$ cat src/pkg/uv_sleep_pkg.sv
/*
 * Shared constants and types for the undervoltage forced-sleep mode logic.
 * Assumes a single 50 MHz system clock and plain ports toward the serial interface logic.
 */
`default_nettype none
package uv_sleep_pkg;

	// Operating modes, one-hot.
	typedef enum logic [3:0] {
		MODE_STANDBY = 4'h1,
		MODE_NORMAL = 4'h2,
		MODE_SLEEP = 4'h4,
		MODE_OVERTEMP = 4'h8
	} mode_t;

	// Wake and selective-wake configuration bits, carried together.
	typedef struct packed {
		logic bus_wake_enable;
		logic wake_pin_fall_enable;
		logic wake_pin_rise_enable;
		logic selective_wake_config;
	} wake_cfg_t;

	// Captured wake-up event registers span this address range.
	localparam logic [7:0] EVENT_ADDR_FIRST = 8'h61;
	localparam logic [7:0] EVENT_ADDR_LAST = 8'h64;
	localparam int EVENT_REG_COUNT = int'(EVENT_ADDR_LAST - EVENT_ADDR_FIRST) + 1;
	localparam int EVENT_REG_WIDTH = 8;
	localparam int EVENT_BITS = EVENT_REG_COUNT * EVENT_REG_WIDTH;

	// Reset values.
	localparam mode_t MODE_RESET = MODE_STANDBY;
	localparam logic FORCED_SLEEP_FLAG_RESET = 1'h0;
	localparam logic FRAME_DETECT_ERROR_RESET = 1'h0;
	localparam wake_cfg_t WAKE_CFG_RESET = 4'h0;
	localparam logic [EVENT_BITS-1:0] EVENTS_RESET = '0;

	// Configuration imposed on a forced entry: all wake sources on, selective wake off.
	localparam wake_cfg_t WAKE_CFG_FORCED = 4'hE;

	// Supply undervoltage detection times and clock rate.
	localparam int CLK_PERIOD_NS = 20;
	localparam int VCC_UV_DET_NS = 10000;
	localparam int VIO_UV_DET_NS = 10000;
	localparam int VCC_UV_DET_CYCLES = (VCC_UV_DET_NS + CLK_PERIOD_NS - 1) / CLK_PERIOD_NS;
	localparam int VIO_UV_DET_CYCLES = (VIO_UV_DET_NS + CLK_PERIOD_NS - 1) / CLK_PERIOD_NS;

endpackage : uv_sleep_pkg

`default_nettype wire

$ cat src/uv_forced_sleep.sv
/*
 * Mode control with undervoltage forced sleep, forced-sleep status flag,
 * frame-detection error flag, captured wake-up events and wake configuration.
 * Assumes mode commands, configuration writes and event strobes come from
 * serial interface logic on the same clock; supply comparators are asynchronous.
 */
`timescale 1ns/1ps
`default_nettype none

module uv_forced_sleep
	import uv_sleep_pkg::*;
#(
	parameter int VCC_DET_CYCLES = VCC_UV_DET_CYCLES,
	parameter int VIO_DET_CYCLES = VIO_UV_DET_CYCLES
) (
	input wire logic i_sys_clk,
	input wire logic i_reset,
	input wire logic i_vcc_uv,
	input wire logic i_vio_uv,
	input wire logic i_overtemp,
	input wire logic i_mode_req,
	input wire mode_t i_mode_sel,
	input wire logic i_wake_event,
	input wire logic i_cfg_write,
	input wire wake_cfg_t i_cfg_data,
	input wire logic [EVENT_BITS-1:0] i_event_set,
	input wire logic [EVENT_BITS-1:0] i_event_clear,
	input wire logic i_frame_error_set,
	input wire logic i_frame_error_clear,
	output mode_t o_mode,
	output logic o_forced_sleep_flag,
	output logic o_frame_detect_error_flag,
	output wake_cfg_t o_wake_cfg,
	output logic [EVENT_BITS-1:0] o_events
);

	////////////////////////////////////////////////////////////////////////////
	// Supply qualification.

	logic vcc_det;
	logic vio_det;

	uv_filter #(
		.DET_CYCLES(VCC_DET_CYCLES)
	) u_vcc_filter (
		.i_sys_clk(i_sys_clk),
		.i_reset(i_reset),
		.i_uv_level(i_vcc_uv),
		.o_uv_detected(vcc_det)
	);

	uv_filter #(
		.DET_CYCLES(VIO_DET_CYCLES)
	) u_vio_filter (
		.i_sys_clk(i_sys_clk),
		.i_reset(i_reset),
		.i_uv_level(i_vio_uv),
		.o_uv_detected(vio_det)
	);

	////////////////////////////////////////////////////////////////////////////
	// State.

	mode_t mode_reg;
	mode_t mode_next;
	logic forced_sleep_flag_reg;
	logic forced_sleep_flag_next;
	logic frame_error_reg;
	logic frame_error_next;
	wake_cfg_t cfg_reg;
	wake_cfg_t cfg_next;
	logic [EVENT_BITS-1:0] events_reg;
	logic [EVENT_BITS-1:0] events_next;
	logic uv_any;
	logic forced_entry;
	logic cmd_sleep;

	// A forced entry happens once, when an undervoltage is seen outside sleep.
	assign uv_any = vcc_det | vio_det;
	assign forced_entry = uv_any && (mode_reg != MODE_SLEEP);
	// Only a sleep request that the mode logic really takes counts; overtemp refuses it.
	assign cmd_sleep = !forced_entry && (mode_next == MODE_SLEEP) && (mode_reg != MODE_SLEEP);

	// Mode transitions; undervoltage outranks commands and overtemperature.
	always_comb begin
		mode_next = mode_reg;
		if (forced_entry) begin
			mode_next = MODE_SLEEP;
		end else begin
			case (mode_reg)
				MODE_STANDBY, MODE_NORMAL: begin
					if (i_overtemp && mode_reg == MODE_NORMAL) begin
						mode_next = MODE_OVERTEMP;
					end else if (i_mode_req && i_mode_sel != MODE_OVERTEMP) begin
						mode_next = i_mode_sel;
					end
				end
				MODE_SLEEP: begin
					if (i_wake_event) begin
						mode_next = MODE_STANDBY;
					end else if (i_mode_req && i_mode_sel == MODE_STANDBY) begin
						mode_next = MODE_STANDBY;
					end
				end
				MODE_OVERTEMP: begin
					if (!i_overtemp) begin
						mode_next = MODE_STANDBY;
					end
				end
				default: begin
					mode_next = MODE_STANDBY;
				end
			endcase
		end
	end

	// Status flags; standby, normal and overtemp entries leave both untouched.
	always_comb begin
		forced_sleep_flag_next = forced_sleep_flag_reg;
		frame_error_next = frame_error_reg;
		if (forced_entry) begin
			forced_sleep_flag_next = 1'h1;
			frame_error_next = 1'h0;
		end else begin
			if (cmd_sleep) begin
				forced_sleep_flag_next = 1'h0;
			end
			if (i_frame_error_clear) begin
				frame_error_next = 1'h0;
			end
			if (i_frame_error_set) begin
				frame_error_next = 1'h1;
			end
		end
	end

	// Wake configuration and captured events; a new event beats a software clear.
	always_comb begin
		cfg_next = cfg_reg;
		events_next = events_reg;
		if (forced_entry) begin
			cfg_next = WAKE_CFG_FORCED;
			events_next = '0;
		end else begin
			if (i_cfg_write) begin
				cfg_next = i_cfg_data;
			end
			events_next = (events_reg & ~i_event_clear) | i_event_set;
		end
	end

	// Register all state.
	always_ff @(posedge i_sys_clk or posedge i_reset) begin
		if (i_reset) begin
			mode_reg <= MODE_RESET;
			forced_sleep_flag_reg <= FORCED_SLEEP_FLAG_RESET;
			frame_error_reg <= FRAME_DETECT_ERROR_RESET;
			cfg_reg <= WAKE_CFG_RESET;
			events_reg <= EVENTS_RESET;
		end else begin
			mode_reg <= mode_next;
			forced_sleep_flag_reg <= forced_sleep_flag_next;
			frame_error_reg <= frame_error_next;
			cfg_reg <= cfg_next;
			events_reg <= events_next;
		end
	end

	assign o_mode = mode_reg;
	assign o_forced_sleep_flag = forced_sleep_flag_reg;
	assign o_frame_detect_error_flag = frame_error_reg;
	assign o_wake_cfg = cfg_reg;
	assign o_events = events_reg;
endmodule : uv_forced_sleep

`default_nettype wire

$ cat src/uv_filter.sv
/*
 * Undervoltage qualifier for one supply: synchronises the comparator level and
 * reports an undervoltage once it has stood for longer than the detection time.
 * Assumes the comparator output is asynchronous to the system clock.
 */
`timescale 1ns/1ps
`default_nettype none

module uv_filter #(
	parameter int DET_CYCLES = 500,
	parameter int CNT_W = $clog2(DET_CYCLES + 2)
) (
	input wire logic i_sys_clk,
	input wire logic i_reset,
	input wire logic i_uv_level,
	output logic o_uv_detected
);

	logic sync1_reg;
	logic sync2_reg;
	logic [CNT_W-1:0] count_reg;
	logic [CNT_W-1:0] count_next;
	logic det_reg;
	logic det_next;

	localparam logic [CNT_W-1:0] LIMIT = CNT_W'(DET_CYCLES);

	// Two-stage synchroniser; only the second stage feeds the counter.
	always_ff @(posedge i_sys_clk or posedge i_reset) begin
		if (i_reset) begin
			sync1_reg <= 1'h0;
			sync2_reg <= 1'h0;
		end else begin
			sync1_reg <= i_uv_level;
			sync2_reg <= sync1_reg;
		end
	end

	// Count while low supply persists; detect strictly beyond the limit.
	always_comb begin
		count_next = count_reg;
		det_next = 1'h0;
		if (!sync2_reg) begin
			count_next = '0;
		end else if (count_reg <= LIMIT) begin
			count_next = count_reg + CNT_W'(1);
		end
		if (sync2_reg && count_reg > LIMIT) begin
			det_next = 1'h1;
		end
	end

	// Counter and detection registers.
	always_ff @(posedge i_sys_clk or posedge i_reset) begin
		if (i_reset) begin
			count_reg <= '0;
			det_reg <= 1'h0;
		end else begin
			count_reg <= count_next;
			det_reg <= det_next;
		end
	end

	assign o_uv_detected = det_reg;

endmodule : uv_filter

`default_nettype wire

$ cat config.mk
export PLATFORM = sky130hd
export DESIGN_NAME = uv_forced_sleep
export DESIGN_NICKNAME = d
export VERILOG_FILES = /design/src/pkg/uv_sleep_pkg.sv /design/src/uv_forced_sleep.sv /design/src/uv_filter.sv
export SDC_FILE = /design/constraint.sdc
export NUM_CORES = 1
export LEC_CHECK = 0
export CAP_MARGIN = 20
export CORE_ASPECT_RATIO = 2
export CORE_UTILIZATION = 30
export CTS_CLUSTER_DIAMETER = 60
export DETAILED_ROUTE_END_ITERATION = 12
export DONT_BUFFER_PORTS = 1
export PLACE_DENSITY = 0.55
export SLEW_MARGIN = 20
export SYNTH_ARGS = -nofsm -noshare
export SYNTH_HDL_FRONTEND = slang
export SYNTH_HIERARCHICAL = 1
export SYNTH_SLANG_ARGS = --single-unit
$ cat constraint.sdc
create_clock -name i_sys_clk -period 1.6 [get_ports i_sys_clk]
set_clock_uncertainty 0.2 [all_clocks]
set_input_delay 0.16 -clock i_sys_clk [delete_from_list [all_inputs] [get_ports i_sys_clk]]
set_output_delay 0.16 -clock i_sys_clk [all_outputs]
set_load 0.05 [all_outputs]
Word-level counts from Yosys, hierarchy flattened
Index checks and enable logic that the tools add are counted.
{ "classes": {"addsub": 2, "n_lt_le_gt_ge": 4, "eq_ne": 10, "mux": 21, "bitwise_logic": 4, "reduce_logical": 13} }
{ "ops": {"columns": ["op", "count"], "rows": [
  ["9-bit two-way mux", 4],
  ["32-bit AND", 1],
  ["32-bit two-way mux", 1],
  ["4-bit two-way mux", 8],
  ["32-bit NOT", 1],
  ["32-bit OR", 1],
  ["9-bit by 1-bit adder with 9-bit output, second input constant", 2],
  ["9-bit > comparator, second input constant", 2],
  ["9-bit <= comparator, second input constant", 2],
  ["4-bit one-hot mux with 3 select lines", 1],
  ["4-bit by 1-bit == test with 1-bit output, second input constant", 2],
  ["4-bit by 3-bit == test with 1-bit output, second input constant", 2],
  ["1-bit logical AND", 8],
  ["1-bit two-way mux", 7],
  ["4-bit by 2-bit == test with 1-bit output, second input constant", 1],
  ["4-bit == test, second input constant", 1],
  ["2-bit != test, second input constant", 2],
  ["4-bit by 3-bit != test with 1-bit output, second input constant", 1],
  ["4-bit != test, second input constant", 1],
  ["2-bit nonzero test", 2],
  ["3-bit nonzero test", 1],
  ["2-bit OR reduction", 1],
  ["1-bit zero test", 1],
  ["1-bit OR", 1]
]} }
{ "word_totals": {"register_bits": 66, "word_cells": 70} }

Logic depth before layout (Yosys ltp)
{ "logic_depth": {"ltp_word": 11, "ltp_mapped": 6, "ltp_nobuf": 6} }

Cells and area by module
The synthesis kept the hierarchy.
{ "modules_own_cells": {"columns": ["module", "n_inst", "cells_per_inst", "area_per_inst_um2", "seq_area_each_um2"], "rows": [
  ["uv_forced_sleep", 1, 205, 1924.3, 1052.3],
  ["uv_filter", 2, 53, 576.8, 300.3]
]} }

Worst setup path after synthesis
OpenSTA, ideal clock, no wires.
{ "synth_path": {"path_kind": "register to register", "startpoint": "register mode_reg[0], in the netlist o_mode[0]", "endpoint": "register forced_sleep_flag_reg, in the netlist o_forced_sleep_flag", "setup_ns": 0.133, "arrival_time_ns": 1.618, "required_ns": 1.267, "slack_ns": -0.351, "path_stages_with_launch": 6, "path_buffers": 1, "synth_period_minus_slack_ns": 1.951, "path_cell_list": "dfstp_2 > clkbuf_4 > and2b_1 > o21ai_2 > a2111oi_2 > a31oi_1"} }
{ "synth_between": {"elab_chain_len": 9, "elab_cells_between_ends": 21} }
{ "synth_lines": {"columns": ["element", "line_no", "text"], "rows": [
  ["from (decl)", "uv_forced_sleep.sv:64", "mode_t mode_reg;"],
  ["from (signal assigned)", "uv_forced_sleep.sv:161", "mode_reg <= mode_next;"],
  ["4-bit by 2-bit == test with 1-bit output", "uv_forced_sleep.sv:90, uv_forced_sleep.sv:92", null],
  ["1-bit logical AND", "uv_forced_sleep.sv:92", "if (i_overtemp && mode_reg == MODE_NORMAL) begin"],
  ["4-bit two-way mux", "uv_forced_sleep.sv:92", null],
  ["4-bit one-hot mux with 3 select lines", "uv_forced_sleep.sv:90", "case (mode_reg)"],
  ["4-bit two-way mux", "uv_forced_sleep.sv:87", "if (forced_entry) begin"],
  ["4-bit by 3-bit == test with 1-bit output", "uv_forced_sleep.sv:82", "assign cmd_sleep = !forced_entry && (mode_next == MODE_SLEEP) && (mode_reg != MODE_SLEEP);"],
  ["1-bit logical AND (2 in a row)", "uv_forced_sleep.sv:82", null],
  ["2-bit nonzero test (no source line)", null, null],
  ["to (signal assigned)", "uv_forced_sleep.sv:162", "forced_sleep_flag_reg <= forced_sleep_flag_next;"],
  ["to (decl)", "uv_forced_sleep.sv:66", "logic forced_sleep_flag_reg;"]
]} }
Several ways; a longest one is shown, not always the timed one.
A chain may end at the register's enable or synchronous reset.

Worst setup path in the final report
Ends and elaborated chain as after synthesis.

==> flow_metrics.py <==
metrics = {
    "status": {
        "status": "finished with violations",
        "violations": "setup timing",
    },
    "logic_synthesis": {
        "syn-num-nets": 397,
        "synthesis.instances": 311,
        "yosys_warnings": 6,
        "synth_enable_flop_cells": 0,
        "synthArstFlopShare_pct": 100,
        "synth_top_flop_cell": "dfrtp_1",
        "syn_area_um2": 3080,
        "yosysMostFrequentCell": "dfrtp_1",
        "synth_cell_types": 43,
        "yosys-top-cells-area": "dfrtp_1, a21oi_1, nor2_1",
        "synth_area_leader_cell": "dfrtp_1",
        "synth_seq_cells": 66,
        "netlist_top_cells_count": "dfrtp_1, nor2_1, inv_1",
        "syn-mean-instance-area_um2": 9.90,
        "synth_top_area_share_pct": 52.8,
        "synth-seq-area-share_pct": 53.7,
    },
    "placement": {
        "gp_congestion": 0.846,
        "placed_area_um2": 3470,
        "numPortBuffers": 0,
        "dpl.hpwl_mm": 5.20,
    },
    "detailed_routing": {
        "ant_nets": 0,
        "via_per_inst": 4.75,
        "first_pass_iters": 4,
        "post_drt_wl_per_cell_um": 14.7,
        "drt_iter0_markers": 32,
        "drt_wl_total_mm": 8.50,
        "drc": 0,
        "vias": 2753,
    },
    "pwr": {
        "p_sw_uw": 1790,
        "p_int_uw": 4290,
        "p_per_area_nw_per_um2": 1240,
        "combPwrFrac_pct": 23.3,
        "pwr-share-clk_pct": 41.1,
        "ir_worst_vdd_mv": 0.951,
        "swShare_pct": 29.4,
        "seq_power_share_pct": 35.6,
        "cellLeakagePower_uw": 0.00215,
        "power_uw": 6080,
    },
    "die": {
        "die_x_um": 73.6,
        "row_count": 52,
        "initial_core_util_pct": 30.7,
        "die_h_um": 145,
        "die_area_um2": 10700,
        "core_area_um2": 10000,
        "pin_count": 124,
    },
    "cts": {
        "clkLatencyLatePin_ns": 0.33,
        "cts.sinks": 66,
        "cts_buffer_depth": 2,
        "clockRootBuffer": "clkbuf_16",
        "path_clk_slew_ns": 0.06,
        "numCtsBuffers": 9,
        "htreeDepth": 3,
        "cts_tree": "done",
    },
    "global_routing": {
        "antenna_found_initial": 0,
        "grt_pass1_vias": 2903,
        "grt_use_total_pct": 15.8,
        "grt_overflow": 0,
        "grt_first_pass_wirelength_mm": 13.0,
        "grt_max_degree": 33,
    },
    "setup_path": {
        "crit_slowest_cell": "dfstp_4",
        "arrival_ns": 1.78,
        "crit_chain": "buf_6 -> nor4b_4 -> buf_4 -> a2111oi_4 -> a31oi_1",
        "r2r_end": "o_forced_sleep_flag",
        "end_kind": "flip-flop",
        "setup.worst_path.start_class": "flip-flop",
        "regToRegStartpoint": "o_mode[0]",
        "worstSetupStartpoint": "o_mode[0]",
        "cp-endpoint": "o_forced_sleep_flag",
        "worst-r2r-cell-count": 5,
        "cp.required_ns": 1.65,
        "worst-setup-path-type": "flip-flop to flip-flop",
        "cpPeakStageDelay_ns": 0.50,
        "cp_max_fo": 8,
        "ff2ff_setup_slack_ns": -0.13,
    },
    "sta": {
        "maxSlewViolCount": 0,
        "tightest_slew_ns": 0.497,
        "min_period_ns": 1.73,
        "slew_headroom_pct": 66.9,
        "max_freq_ghz": 0.577,
        "finalSetupViolCount": 37,
        "rsz0062_at_grt": "true",
        "period_share_pct": 108,
        "whs_ns": 0.00906,
        "fin_ws_ns": -0.132,
        "finalHoldViolCount": 0,
    },
    "finish": {
        "area_growth_pct": 58.7,
        "design_area_um2": 4880,
        "fill_cells": 883,
        "utilization_pct": 48.8,
        "final_nets": 525,
        "diodes": 0,
        "drive_gt1_share_pct": 21.4,
        "largest_register_ff_count": 32,
    },
    "flow_run": {
        "drv_cap": 0,
    },
    "min_path": {
        "hold_path_class": "primary input to flip-flop",
    },
}
## cell families (layout without fill, tap and decap cells)
kind of cell,count (synthesis),count (layout),synth area share (%)
AND/OR/NAND/NOR,96,96,16.0
AO/OA/AOI/OAI,77,77,16.5
flip-flops,66,66,53.7
buffers and inverters,54,187,7.89
XOR/XNOR,8,8,2.28
multiplexers,6,6,1.95
adder cells (fa/ha/maj),4,4,1.63
## layout by cell type, fill, tap and decap left out, types with 2 or more instances in the layout
master / netlist / layout
clkbuf_8: 0 / 3
ha_4: 0 / 2
a21oi_1: 38 / 38
buf_4: 1 / 31
nor2_1: 49 / 45
and2_1: 3 / 3
o211ai_1: 3 / 3
o21ai_1: 0 / 2
nand3_1: 7 / 7
ha_1: 4 / 2
bufinv_16: 0 / 4
dfrtp_1: 65 / 62
nor4_2: 2 / 2
mux2i_1: 6 / 6
buf_6: 4 / 7
nand2b_1: 4 / 4
nand2_1: 13 / 12
dfrtp_2: 0 / 3
o21ai_0: 10 / 6
xnor2_1: 7 / 6
inv_1: 45 / 40
nor2_2: 1 / 4
dlygate4sd3_1: 0 / 85
a31oi_1: 8 / 8
clkbuf_16: 0 / 9
nor3b_1: 2 / 2
nor3_1: 4 / 4
o2111ai_4: 2 / 2
a211oi_2: 0 / 2
a211oi_1: 5 / 3
and3_4: 0 / 2
nor2b_4: 2 / 2
inv_2: 0 / 5
o21ai_2: 1 / 3
## layer usage
layer	vias to the layer above	track usage [%]	wire [um]
met4	0	7.02	206
met3	16	4.31	569
li1	1296	-	-
met1	1343	14.3	2860
met2	98	30.6	4860
met5	-	0	0
## stage by stage
| stage | TNS (ns) | setup WS (ns) | instances |
|---|---|---|---|
| 6_report | -2.95 | -0.132 | 579 |
| 3_5_place_dp | -4.79 | -0.166 | 473 |
| 3_3_place_gp | -2.69 | -0.141 | 473 |
| 2_1_floorplan | -3.83 | -0.170 | 311 |
| 5_1_grt | -5.11 | -0.203 | 579 |
| 4_1_cts | -4.91 | -0.150 | 577 |
## what timing repair did
item	CTS	global route
pin swaps	8	13
hold endpoints to repair	109	0
setup endpoints to repair	42	50
resized for setup	10	28
setup buffers	2	3
hold buffers	86	0
## worst min-delay path by stage
stage | startpoint | to | slack (ns) | cells past startpoint
5_1_grt | i_mode_req | o_mode[3] | 0.01 | 4
3_3_place_gp | i_reset | o_mode[3] | -0.12 | 1
2_1_floorplan | i_reset | u_vcc_filter/count_reg[0] | -0.18 | 1
6_report | i_mode_req | o_mode[3] | 0.009 | 4
4_1_cts | i_mode_req | o_mode[3] | 0.003 | 4
3_5_place_dp | i_reset | o_mode[3] | -0.11 | 1
## worst max-delay path, delay by kind of cell, from the launching register on
kind / cells / cell delay [ns]
flops: 1 / 0.50
buf+inv: 2 / 0.34
simple gates: 1 / 0.38
compound gates: 2 / 0.24
## power groups by stage
stage,sequential [uW],combinational (uW),clock (uW)
2_1_floorplan,2370,596,0
3_3_place_gp,2180,1100,0
3_5_place_dp,2190,1110,0
4_1_cts,2160,1310,2570
5_1_grt,2180,1510,2630
6_report,2160,1420,2500
## area by class of cell
type | instances | area (um^2) | share of cell area, %
Clock buffer | 12 | 267 | 5.46
Multi-Input combinational cell | 191 | 1290 | 26.4
Sequential cell | 66 | 1660 | 34.0
Tap cell | 135 | 169 | 3.46
Inverter | 45 | 169 | 3.46
Clock inverter | 4 | 120 | 2.46
Timing Repair Buffer | 126 | 1210 | 24.8
No activity file was read; power rests on OpenSTA's default activity.
